==> config.mk <==
export PLATFORM = sky130hd
export DESIGN_NAME = lbp_led_pwm
export DESIGN_NICKNAME = d
export VERILOG_FILES = /design/src/design/lbp_pkg.sv /design/src/design/lbp_led_pwm.sv
export VERILOG_INCLUDE_DIRS = /design/src /design/src/design
export SDC_FILE = /design/constraint.sdc
export NUM_CORES = 1
export LEC_CHECK = 0
export ABC_AREA = 1
export BUFFER_PORTS_ARGS = -buffer_cell sky130_fd_sc_hd__buf_2
export CORE_UTILIZATION = 35
export CTS_CLUSTER_DIAMETER = 100
export DETAILED_ROUTE_END_ITERATION = 6
export PLACE_DENSITY = 0.48
export REMOVE_ABC_BUFFERS = 1
export SETUP_SLACK_MARGIN = 0.3
export SYNTH_ARGS = -nofsm -noshare
export SYNTH_HDL_FRONTEND = slang
export SYNTH_SLANG_ARGS = --single-unit
==> constraint.sdc <==
create_clock -name mclk_in -period 5.8 [get_ports mclk_in]
set_clock_uncertainty 0.05 [all_clocks]
set_input_delay 0.29 -clock mclk_in [delete_from_list [all_inputs] [get_ports mclk_in]]
set_output_delay 0.29 -clock mclk_in [all_outputs]
set_load 0.05 [all_outputs]
==> src/design/lbp_params.svh <==
// register offsets, field positions and reset values of the led pwm block
// assumes inclusion by bare name from the design file
`ifndef LBP_PARAMS_SVH
`define LBP_PARAMS_SVH
// register byte offsets
`define LBP_OFS_CFG 8'h00
`define LBP_OFS_LIM 8'h04
`define LBP_OFS_DLY 8'h08
`define LBP_OFS_STEP 8'h0C
`define LBP_OFS_INT 8'h10
`define LBP_OFS_ODLY 8'h14
// configuration fields
`define LBP_CTL_LSB 0
`define LBP_CLKSEL_BIT 2
`define LBP_SIZE_LSB 4
`define LBP_COMMIT_BIT 6
`define LBP_SRST_BIT 7
`define LBP_WDT_LSB 8
`define LBP_SYM_BIT 16
// limit and delay fields
`define LBP_MIN_LSB 0
`define LBP_MAX_LSB 8
`define LBP_LD_LSB 0
`define LBP_HD_LSB 16
// reset values
`define LBP_CFG_RST 32'h0000_1400
`define LBP_ZERO_RST 32'h0000_0000
// control field encodings
`define LBP_CTL_OFF 2'h0
`define LBP_CTL_BREATHE 2'h1
`define LBP_CTL_BLINK 2'h2
`define LBP_CTL_ON 2'h3
// counter size encodings and wrap values
`define LBP_SIZE_7 2'h1
`define LBP_SIZE_6 2'h2
`define LBP_MAX_8 8'hFF
`define LBP_MAX_7 8'hFE
`define LBP_MAX_6 8'hFC
`define LBP_FULL_DUTY 8'hFF
`endif

==> src/design/lbp_pkg.sv <==
// types shared by the led pwm block and its bench
// assumes lbp_params.svh sits beside it
package lbp_pkg;
  // one register request from software
  typedef struct packed {
    logic [7:0] addr;
    logic [31:0] wdata;
    logic [3:0] be;
    logic wr;
    logic rd;
  } lbp_req_t;
  // breathing ramp phase
  typedef enum logic [1:0] {
    BR_RISE,
    BR_HOLD_HI,
    BR_FALL,
    BR_HOLD_LO
  } lbp_phase_t;
endpackage

==> src/design/lbp_led_pwm.sv <==
// breathing, blinking and general pwm generator for one led output
// assumes a synchronous register port on mclk_in and a free low-speed clock
// assumes software sets commit only after writing the held registers
//
// What this block does
// - asymmetric segment index: top bit falling flag, low bits duty[7:6]
// - segment n picks 4-bit step and interval fields at bits 4n+3:4n
// - blink delay counter ticks from low-speed clock or main clock
// - blink pwm counter advances only when delay counter reaches zero
// - delay counter reloads prescale_load; zero means no prescaling
// - blink mode pwm counter is always 8 bit, counter_size ignored
// - blink period is 256 times prescale_load plus one input ticks
// - blink duty zero keeps led off, maximum duty keeps it on
// - control value 3 forces led continuously on
// - blink output uses only configuration, limits and prescale
// - period ends at wrap from FFh, FEh or FCh by counter size
// - writes may be 32, 16 or 8 bits wide
// - configuration writes act at once
// - limits held, copied to operating limits at every period end
// - delay, step, interval held, copied at period end when commit set
// - hardware clears commit after copying held values
// - symmetry bit one selects asymmetric segments, zero shares all
// - symmetric index is duty top three bits
// - led active while period counter below duty
`timescale 1ns/1ns
`include "lbp_params.svh"

module lbp_led_pwm #(
  parameter int DLY_W = 12
) (
  // clock and synchronous reset
  input wire logic mclk_in,
  input wire logic rst_in,
  // low-speed clock pin, asynchronous to mclk_in
  input wire logic lowclk_in,
  // register port
  input wire lbp_pkg::lbp_req_t req_in,
  output logic [31:0] rdata_out,
  // led drive
  output logic led_out
);
  import lbp_pkg::*;

  // merge write data into a register by byte enables
  function automatic logic [31:0] merge(input logic [31:0] old,
                                        input logic [31:0] wd,
                                        input logic [3:0] be);
    logic [31:0] r;
    r = old;
    for (int i = 0; i < 4; i++) begin
      if (be[i]) begin
        r[i*8 +: 8] = wd[i*8 +: 8];
      end
    end
    return r;
  endfunction

  // pick the 4-bit field of a segment
  function automatic logic [3:0] seg_field(input logic [31:0] v,
                                           input logic [2:0] idx);
    return v[{idx, 2'b00} +: 4];
  endfunction

  logic [31:0] cfg_r;
  logic [31:0] lim_hold_r, lim_op_r;
  logic [31:0] dly_hold_r, dly_op_r;
  logic [31:0] step_hold_r, step_op_r;
  logic [31:0] int_hold_r, int_op_r;
  logic [31:0] odly_r;
  logic [31:0] rdata_r;
  logic led_r;
  logic low_s1_r, low_s2_r, low_s3_r;
  logic [DLY_W-1:0] dly_cnt_r;
  logic [7:0] pwm_cnt_r;
  logic [7:0] duty_r;
  logic [3:0] ivl_cnt_r;
  logic [DLY_W-1:0] hold_cnt_r;
  lbp_phase_t phase_r;

  logic wr_cfg, wr_lim, wr_dly, wr_step, wr_int, wr_odly;
  logic soft_rst;
  logic [1:0] ctl;
  logic [1:0] csize;
  logic blink_mode, breathe_mode;
  logic base_tick, pwm_tick, period_end;
  logic [7:0] cnt_max, cnt_inc;
  logic [2:0] seg_idx;
  logic [3:0] seg_step, seg_ivl;
  logic [DLY_W-1:0] ld_val, hd_val;
  logic [7:0] min_op, max_op;
  logic [8:0] duty_up;
  logic [8:0] duty_floor;

  // address decode
  assign wr_cfg = req_in.wr && (req_in.addr == `LBP_OFS_CFG);
  assign wr_lim = req_in.wr && (req_in.addr == `LBP_OFS_LIM);
  assign wr_dly = req_in.wr && (req_in.addr == `LBP_OFS_DLY);
  assign wr_step = req_in.wr && (req_in.addr == `LBP_OFS_STEP);
  assign wr_int = req_in.wr && (req_in.addr == `LBP_OFS_INT);
  assign wr_odly = req_in.wr && (req_in.addr == `LBP_OFS_ODLY);
  assign soft_rst = wr_cfg && req_in.be[0] &&
                    req_in.wdata[`LBP_SRST_BIT];

  // configuration fields read straight from the live register, delay and limit fields from the operating copies
  assign ctl = cfg_r[`LBP_CTL_LSB +: 2];
  assign csize = cfg_r[`LBP_SIZE_LSB +: 2];
  assign blink_mode = (ctl == `LBP_CTL_BLINK);
  assign breathe_mode = (ctl == `LBP_CTL_BREATHE);
  assign ld_val = dly_op_r[`LBP_LD_LSB +: DLY_W];
  assign hd_val = DLY_W'(dly_op_r[`LBP_HD_LSB +: 8]);
  assign min_op = lim_op_r[`LBP_MIN_LSB +: 8];
  assign max_op = lim_op_r[`LBP_MAX_LSB +: 8];

  // low-speed clock synchroniser; edge seen between stages two and three
  // only stage two reads stage one, so no logic sees a metastable flop
  always_ff @(posedge mclk_in) begin
    if (rst_in) begin
      low_s1_r <= 1'b0;
      low_s2_r <= 1'b0;
      low_s3_r <= 1'b0;
    end else begin
      low_s1_r <= lowclk_in;
      low_s2_r <= low_s1_r;
      low_s3_r <= low_s2_r;
    end
  end

  // input tick: main clock every cycle, or low-speed rising edge
  assign base_tick = cfg_r[`LBP_CLKSEL_BIT] ? 1'b1
                     : (low_s2_r && !low_s3_r);

  // blink mode is fixed 8 bit; breathing steps 1, 2 or 4 per tick
  always_comb begin
    if (blink_mode) begin
      cnt_max = `LBP_MAX_8;
      cnt_inc = 8'h01;
    end else begin
      case (csize)
        `LBP_SIZE_7: begin
          cnt_max = `LBP_MAX_7;
          cnt_inc = 8'h02;
        end
        `LBP_SIZE_6: begin
          cnt_max = `LBP_MAX_6;
          cnt_inc = 8'h04;
        end
        default: begin
          cnt_max = `LBP_MAX_8;
          cnt_inc = 8'h01;
        end
      endcase
    end
  end

  // pwm counter tick: prescaled in blink mode, direct in breathing
  assign pwm_tick = blink_mode ? (base_tick && dly_cnt_r == '0)
                    : base_tick;
  // at or above the top, so a count left off the step grid by a size
  // change still wraps instead of running on without a period end
  assign period_end = pwm_tick && (pwm_cnt_r >= cnt_max);

  // segment index for step and interval selection
  always_comb begin
    if (cfg_r[`LBP_SYM_BIT]) begin
      seg_idx = {phase_r == BR_FALL, duty_r[7:6]};
    end else begin
      seg_idx = duty_r[7:5];
    end
  end
  assign seg_step = seg_field(step_op_r, seg_idx);
  assign seg_ivl = seg_field(int_op_r, seg_idx);
  assign duty_up = {1'b0, duty_r} + {5'h00, seg_step};
  assign duty_floor = {1'b0, min_op} + {5'h00, seg_step};

  // configuration register; commit flag set by software, cleared on copy
  always_ff @(posedge mclk_in) begin
    if (rst_in || soft_rst) begin
      cfg_r <= `LBP_CFG_RST;
    end else begin
      if (wr_cfg) begin
        cfg_r <= merge(cfg_r, req_in.wdata, req_in.be);
        cfg_r[`LBP_SRST_BIT] <= 1'b0;
        // software can only set commit; a period end with commit pending
        // still clears it unless this same write sets it again
        cfg_r[`LBP_COMMIT_BIT] <=
          (cfg_r[`LBP_COMMIT_BIT] && !period_end) ||
          (req_in.be[0] && req_in.wdata[`LBP_COMMIT_BIT]);
      end else if (period_end && cfg_r[`LBP_COMMIT_BIT]) begin
        cfg_r[`LBP_COMMIT_BIT] <= 1'b0;
      end
    end
  end

  // holding registers, byte lane writes
  always_ff @(posedge mclk_in) begin
    if (rst_in || soft_rst) begin
      lim_hold_r <= `LBP_ZERO_RST;
      dly_hold_r <= `LBP_ZERO_RST;
      step_hold_r <= `LBP_ZERO_RST;
      int_hold_r <= `LBP_ZERO_RST;
      odly_r <= `LBP_ZERO_RST;
    end else begin
      if (wr_lim) begin
        lim_hold_r <= merge(lim_hold_r, req_in.wdata, req_in.be);
      end
      if (wr_dly) begin
        dly_hold_r <= merge(dly_hold_r, req_in.wdata, req_in.be);
      end
      if (wr_step) begin
        step_hold_r <= merge(step_hold_r, req_in.wdata, req_in.be);
      end
      if (wr_int) begin
        int_hold_r <= merge(int_hold_r, req_in.wdata, req_in.be);
      end
      if (wr_odly) begin
        odly_r <= merge(odly_r, req_in.wdata, req_in.be);
      end
    end
  end

  // operating limits copied every period end
  always_ff @(posedge mclk_in) begin
    if (rst_in || soft_rst) begin
      lim_op_r <= `LBP_ZERO_RST;
    end else if (period_end) begin
      lim_op_r <= lim_hold_r;
    end
  end

  // delay, step and interval copied only when commit is pending
  always_ff @(posedge mclk_in) begin
    if (rst_in || soft_rst) begin
      dly_op_r <= `LBP_ZERO_RST;
      step_op_r <= `LBP_ZERO_RST;
      int_op_r <= `LBP_ZERO_RST;
    end else if (period_end && cfg_r[`LBP_COMMIT_BIT]) begin
      dly_op_r <= dly_hold_r;
      step_op_r <= step_hold_r;
      int_op_r <= int_hold_r;
    end
  end

  // delay counter as prescaler in blink mode
  always_ff @(posedge mclk_in) begin
    if (rst_in || soft_rst || !blink_mode) begin
      dly_cnt_r <= '0;
    end else if (base_tick) begin
      if (dly_cnt_r == '0) begin
        dly_cnt_r <= ld_val;
      end else begin
        dly_cnt_r <= dly_cnt_r - DLY_W'(1);
      end
    end
  end

  // pwm period counter
  always_ff @(posedge mclk_in) begin
    if (rst_in || soft_rst || ctl == `LBP_CTL_OFF) begin
      pwm_cnt_r <= 8'h00;
    end else if (pwm_tick) begin
      if (pwm_cnt_r >= cnt_max) begin
        pwm_cnt_r <= 8'h00;
      end else begin
        pwm_cnt_r <= pwm_cnt_r + cnt_inc;
      end
    end
  end

  // breathing ramp engine, advanced once per pwm period
  always_ff @(posedge mclk_in) begin
    if (rst_in || soft_rst || !breathe_mode) begin
      phase_r <= BR_RISE;
      duty_r <= 8'h00;
      ivl_cnt_r <= 4'h0;
      hold_cnt_r <= '0;
    end else if (period_end) begin
      case (phase_r)
        BR_RISE: begin
          if (ivl_cnt_r >= seg_ivl) begin
            ivl_cnt_r <= 4'h0;
            if (duty_up >= {1'b0, max_op}) begin
              duty_r <= max_op;
              hold_cnt_r <= '0;
              phase_r <= BR_HOLD_HI;
            end else begin
              duty_r <= duty_up[7:0];
            end
          end else begin
            ivl_cnt_r <= ivl_cnt_r + 4'h1;
          end
        end
        BR_HOLD_HI: begin
          // hold at the top for hold_count periods
          if (hold_cnt_r >= hd_val) begin
            phase_r <= BR_FALL;
            ivl_cnt_r <= 4'h0;
          end else begin
            hold_cnt_r <= hold_cnt_r + DLY_W'(1);
          end
        end
        BR_FALL: begin
          if (ivl_cnt_r >= seg_ivl) begin
            ivl_cnt_r <= 4'h0;
            if ({1'b0, duty_r} <= duty_floor) begin
              duty_r <= min_op;
              hold_cnt_r <= '0;
              phase_r <= BR_HOLD_LO;
            end else begin
              duty_r <= duty_r - {4'h0, seg_step};
            end
          end else begin
            ivl_cnt_r <= ivl_cnt_r + 4'h1;
          end
        end
        BR_HOLD_LO: begin
          // hold at the floor for prescale_load periods
          if (hold_cnt_r >= ld_val) begin
            phase_r <= BR_RISE;
            ivl_cnt_r <= 4'h0;
          end else begin
            hold_cnt_r <= hold_cnt_r + DLY_W'(1);
          end
        end
        default: begin
          phase_r <= BR_RISE;
        end
      endcase
    end
  end

  // led output from a flop
  always_ff @(posedge mclk_in) begin
    if (rst_in) begin
      led_r <= 1'b0;
    end else begin
      case (ctl)
        `LBP_CTL_ON: led_r <= 1'b1;
        `LBP_CTL_BLINK: begin
          // only min limit, prescale and config reach here
          led_r <= (min_op == `LBP_FULL_DUTY) ||
                   (pwm_cnt_r < min_op);
        end
        `LBP_CTL_BREATHE: led_r <= (pwm_cnt_r < duty_r);
        // off keeps the led dark
        default: led_r <= 1'b0;
      endcase
    end
  end

  // read data one cycle after the read strobe, zero otherwise
  always_ff @(posedge mclk_in) begin
    if (rst_in || !req_in.rd) begin
      rdata_r <= 32'h0000_0000;
    end else begin
      case (req_in.addr)
        `LBP_OFS_CFG: rdata_r <= cfg_r;
        `LBP_OFS_LIM: rdata_r <= lim_hold_r;
        `LBP_OFS_DLY: rdata_r <= dly_hold_r;
        `LBP_OFS_STEP: rdata_r <= step_hold_r;
        `LBP_OFS_INT: rdata_r <= int_hold_r;
        `LBP_OFS_ODLY: rdata_r <= odly_r;
        default: rdata_r <= 32'h0000_0000;
      endcase
    end
  end

  // outputs straight from their flops
  assign rdata_out = rdata_r;
  assign led_out = led_r;
endmodule

==> impl_metrics.json, run 1 <==
{
  "outcome": "finished clean",
  "min_period_ns": 4.99,
  "grt-ovfl-total": 0,
  "clk_pin_slew_worst_paths_ns": 0.06,
  "synth.area.top_cells": "dfxtp_1, nand2_1, a21oi_1",
  "totalWireLength_mm": 59.7,
  "synth_seq_cells": 373,
  "regArea_um2": 7470,
  "wire_per_inst_um": 18.5,
  "finalPower_mw": 5.46,
  "dp_cells": 3112,
  "p_per_area_nw_per_um2": 265,
  "gp_congestion": 0.874,
  "synth_area_per_cell_um2": 7.28,
  "cap_violations": 0,
  "nNetsFinal": 2664,
  "ys_async_sr_fraction": 0,
  "io_buffers": 81,
  "chipWidth_um": 228,
  "n_antenna_cell": 0,
  "worst_path_largest_cell_delay_ns": 0.48,
  "synth_area_leader_cell": "dfxtp_1",
  "cp-start-kind": "register",
  "synth_edf_count": 0,
  "synth_cells": 2445,
  "worstSetupEndpointType": "register",
  "synth_cell_types": 45,
  "dr.pass1.iters": 5,
  "rows": 82,
  "worst_slew_pin_slew_ns": 1.07,
  "die-area_um2": 51800,
  "synth-simple-area-share": 0.201,
  "crit_path_top_delay_cell": "dfxtp_1",
  "synth_top_area_frac": 0.419,
  "ir_worst_vdd_v": 0.000204,
  "cts_buffer_depth": 3,
  "ys_seq_area_frac": 0.419,
  "synth_compound_area_frac": 0.215,
  "synth_mux_area_frac": 0,
  "hold_violations": 0,
  "synth.most_common_cell": "nand2_1",
  "drv_slew": 0,
  "htree_num_levels": 2,
  "timing.fmax_mhz": 201,
  "synth_top_family_by_area": "compound AO/OA/AOI/OAI gates",
  "antenna_found_initial": 1,
  "fin_util": 0.411,
  "ys_warn_count": 0,
  "cts_tree": "yes",
  "grt_pass1_wl_mm": 92.0,
  "cp_common_cell": "nand2_1",
  "first_iter_violations": 1150,
  "synthFlopType": "dfxtp_1",
  "start_util": 0.355,
  "fin_crit_sh": 0.860,
  "clock-sinks": 373,
  "core_um2": 50200,
  "cts_root_buf": "clkbuf_16",
  "cts_inserted_buffers": 44,
  "grtUsageTotal": 0.231,
  "insertion_delay_ns": 0.58,
  "ys_top_cells_by_count": "nand2_1, a21oi_1, dfxtp_1",
  "syn-cell-area_um2": 17800,
  "via_per_inst": 5.13,
  "slew_headroom": 0.283,
  "die_h_um": 228,
  "fin_cells": 3226,
  "p_leak_nw": 7.80,
  "vias": 16500,
  "grt_max_degree": 177,
  "drc": 0,
  "rsz0062_at_grt": "no",
  "worstPathArrival_ns": 5.41,
  "setup.worst_path.class": "reg -> reg",
  "multi_input_area_um2": 8770,
  "grt_pass1_vias": 15600,
  "area_growth_pct": 15.7,
  "hpwl_mm": 41.4,
  "synth_xor_area_frac": 0.0108,
  "io-pin-count": 82,
  "setup_viol": 0,
  "cp_max_fo": 20,
  "synthAdderAreaFrac": 0.0635,
  "regToRegSetupSlack_ns": 0.81,
  "fillers": 5310,
  "required_ns": 6.23,
  "ant_nets": 0,
  "final_layout_size_suffix_gt1_frac": 0.0842,
  "hp-class": "in -> reg"
}
[registers in the layout (all words and copies together) (netlist names), 32 cells and up]
name	flops
step_op_r	32
step_hold_r	32
int_hold_r	32
odly_r	32
rdata_out	32
lim_hold_r	32
int_op_r	32
dly_hold_r	32
[kinds of logic (layout without fill, tap and decap cells)]
group / after synthesis / after routing
buf+inv: 406 / 515
fa+ha+maj: 88 / 88
flops: 373 / 373
compound gates: 692 / 692
simple gates: 864 / 864
xor+xnor: 22 / 22
[cell usage in the layout (no fill, tap or decap), types with 6 or more instances in the layout]
cell type      instances
o211ai_1               9
a21oi_1              388
nor3_1                40
xor2_1                21
nand4_1               22
o21ai_0              173
a22o_1                22
a22oi_1               10
o22ai_1               26
inv_1                282
clkinv_2              11
buf_4                 27
dfxtp_1              373
nand3_1               95
a211oi_1              10
nor2_1               156
clkinv_1               6
buf_2                 81
nand2_1              517
nor2_2                10
ha_1                  83
clkbuf_1               6
a32o_1                21
clkbuf_16             46
a41oi_1                8
dlygate4sd3_1         36
o21ai_1               13
clkbuf_8               7
[layer usage]
metal	wire, µm	GRT usage	up-vias
met1	28300	0.316	7798
met2	27200	0.376	365
met5	0	0	-
li1	-	-	8276
met4	1580	0.0688	0
met3	2530	0.0324	98
[per-stage QoR]
stage | setup WS [ns] | cell area (µm²) | hold slack, ns | TNS [ns]
detailed placement | 0.471 | 18800 | 0.354 | 0
finish | 0.814 | 20600 | 0.0284 | 0
CTS | 0.489 | 20500 | 0.00938 | 0
global route | 0.324 | 20600 | 0.0174 | 0
floorplan | -2.31 | 17300 | 0.309 | -293.12
global placement | 0.531 | 18800 | 0.355 | 0
[worst max-delay path: cells and delay by family (launching register included)]
family                   cells  cell delay (ns)
XOR/XNOR                     1             0.23
AO/OA/AOI/OAI                5             0.94
flip-flops                   1             0.48
adder cells (fa/ha/maj)      2             0.72
buffers and inverters        8             1.26
AND/OR/NAND/NOR             14             1.17
[path summary, 6_finish.rpt]
kind                   from  depth (start not counted)       endpoint
hold reg to reg    low_s1_r                          2       low_s2_r
setup / recovery  duty_r[6]                         30  hold_cnt_r[6]
setup reg to reg  duty_r[6]                         30  hold_cnt_r[6]
hold / removal    req_in[9]                          3      odly_r[3]
[where the power goes]
| group | switching (mW) | internal, mW |
|---|---|---|
| registers | 0.000948 | 2.56 |
| clock network | 1.13 | 1.61 |
| logic | 0.110 | 0.0438 |
| total | 1.24 | 4.22 |
[layout make-up]
class                           count  area share
Clock inverter                     14     0.00650
Timing Repair Buffer              146      0.0489
Multi-Input combinational cell   1666       0.425
Sequential cell                   373       0.362
Tap cell                          672      0.0408
Clock buffer                       59      0.0616
Inverter                          296      0.0543
[what timing repair did]
action | 4_1_cts | 5_1_grt
buffers inserted | 0 | 5
gates resized for setup | 0 | 10
hold buffers | 36 | 0
endpoints found under the setup margin | 0 | 22
endpoints found under the hold margin | 131 | 0
(Power assumes the default switching activity.)
==> inputs of run 2 (changes only) <==
Settings changed: CORE_UTILIZATION 35 to 45, CTS_BUF_LIST from default to sky130_fd_sc_hd__clkbuf_4, PLACE_DENSITY 0.48 to 0.59.
==> run 2 against run 1 <==
Net effect: sequential power about the same; worst hold slack improved by 0.065 ns; routed wire length decreased by 4.6%; via count increased by 3.7%; power decreased by 7.2%; utilization increased by 11 points; sequential share of layout area increased by 0.45 points; combinational power about the same; first-iteration DRC count increased by 25%; critical path depth decreased by 2; largest power group is now sequential cells; highest routed layer is now met5; count of clock-buffer cells in the layout increased by 97.
==> impl_metrics.json, run 2 (same netlist as run 1, synthesis figures left out) <==
{
  "min_period_ns": 4.91,
  "io_buffers": 81,
  "hold_end": "rdata_out[31]",
  "die_h_um": 201,
  "cts_buffer_depth": 3,
  "p_leak_nw": 7.89,
  "crit_path_top_delay_cell": "nand3_1",
  "nNetsFinal": 2727,
  "setup.worst_path.class": "reg -> reg",
  "hold_violations": 0,
  "clk_pin_slew_worst_paths_ns": 0.06,
  "core_um2": 38800,
  "min_path_cells": 6,
  "cap_violations": 0,
  "mostFrequentLayoutCells": "nand2_1, a21oi_1, dfxtp_1, inv_1, o21ai_0",
  "fin_area_um2": 20400,
  "cp_max_fo": 39,
  "final_layout_size_suffix_gt1_frac": 0.114,
  "grt-ovfl-total": 0,
  "rows": 72,
  "io-pin-count": 82,
  "worst_path_largest_cell_delay_ns": 0.41,
  "grtUsageTotal": 0.279,
  "hp-class": "in -> reg",
  "regToRegSetupSlack_ns": 0.89,
  "cts_tree": "yes",
  "gp_congestion": 0.955,
  "r2r_start": "cfg_r[16]",
  "setup_viol": 0,
  "drv_slew": 0,
  "grt_pass1_wl_mm": 89.4,
  "final_common_cell": "nand2_1",
  "cts_root_buf": "clkbuf_4",
  "vias": 17100,
  "grt_max_degree": 177,
  "worstSetupEndpointType": "register",
  "chipWidth_um": 201,
  "grt_pass1_vias": 16200,
  "totalWireLength_mm": 56.9,
  "reg2reg_depth": 28,
  "die-area_um2": 40400,
  "r2r_end": "hold_cnt_r[2]",
  "htree_num_levels": 3,
  "clock-sinks": 373,
  "rsz0062_at_grt": "no",
  "placed_cell_area_um2": 18600,
  "ir_worst_vdd_v": 0.000143,
  "fin_util": 0.524,
  "worst_slew_pin_slew_ns": 1.19,
  "insertion_delay_ns": 0.81,
  "worstPathArrival_ns": 5.53,
  "wire_per_inst_um": 17.9,
  "ant_nets": 0,
  "cp_common_cell": "nand2_1",
  "area_growth_pct": 14.3,
  "first_iter_violations": 1437,
  "start_util": 0.459,
  "antenna_found_initial": 2,
  "timing.fmax_mhz": 204,
  "slew_headroom": 0.207,
  "cp-start-kind": "register",
  "p_per_area_nw_per_um2": 249,
  "required_ns": 6.43,
  "drc": 0,
  "fillers": 3835,
  "postCtsSetupRepairBufs": 0,
  "via_per_inst": 5.38,
  "fin_crit_sh": 0.846,
  "dr.pass1.iters": 6,
  "min_from": "req_in[38]",
  "hpwl_mm": 39.2,
  "cts_inserted_buffers": 102,
  "outcome": "finished clean"
}
## run 2: report_power, final
part           switching, mW  total (mW)  internal (mW)
sequential          0.000933        2.56           2.56
combinational          0.110       0.156         0.0459
clock                   1.13        2.35           1.22
total                   1.24        5.07           3.83
## run 2: through the flow
step	setup TNS (ns)	std cells	worst slack, ns	hold slack (ns)	power [mW]
global route	0	3185	0.446	0.101	5.29
floorplan	-293.12	2335	-2.31	0.309	2.67
detailed placement	0	2958	0.113	0.382	2.75
CTS	0	3184	0.310	0.0479	5.12
global placement	0	2958	0.399	0.378	2.75
finish	0	3185	0.891	0.0931	5.07
## run 2: worst max-delay path by stage
stage | startpoint | to | slack [ns] | depth (start not counted)
2_1_floorplan | req_in[39] | hold_cnt_r[0] | -2.31 | 11
3_3_place_gp | cfg_r[16] | hold_cnt_r[0] | 0.40 | 26
3_5_place_dp | cfg_r[16] | hold_cnt_r[2] | 0.11 | 26
4_1_cts | cfg_r[16] | hold_cnt_r[2] | 0.31 | 25
5_1_grt | cfg_r[16] | hold_cnt_r[5] | 0.45 | 28
6_report | cfg_r[16] | hold_cnt_r[2] | 0.89 | 28
## run 2: final cells by class
type | instances | area (µm²) | share of cell area
Antenna cell | 1 | 2.50 | 0.000123
Clock buffer | 156 | 1170 | 0.0575
Clock inverter | 24 | 106 | 0.00523
Inverter | 296 | 1110 | 0.0547
Multi-Input combinational cell | 1666 | 8770 | 0.431
Sequential cell | 373 | 7470 | 0.367
Tap cell | 518 | 648 | 0.0318
Timing Repair Buffer | 151 | 1070 | 0.0526
## run 2: metal layers
layer  vias up  track usage  share of wire
met2       582        0.448           0.45
li1       8479            -              -
met1      7981        0.371           0.45
met4         2        0.115          0.029
met3       100       0.0471          0.066
met5         -            0        0.00016
## run 2: worst max-delay path, delay by kind of cell, from the launching register on
family                     cells  cell delay, ns
AOI/OAI and AO/OA              5            0.99
xor gates and xnor gates       1            0.12
and+or+nand+nor               17            1.99
DFF                            1            0.39
buffers and inverters          3            0.56
adders and majority gates      2            0.66
## run 2: repair_timing
action	4_1_cts	5_1_grt
hold buffers	46	0
gates cloned	0	0
endpoints found under the hold margin	211	0
endpoints found under the setup margin	10	10
resized for setup	1	6
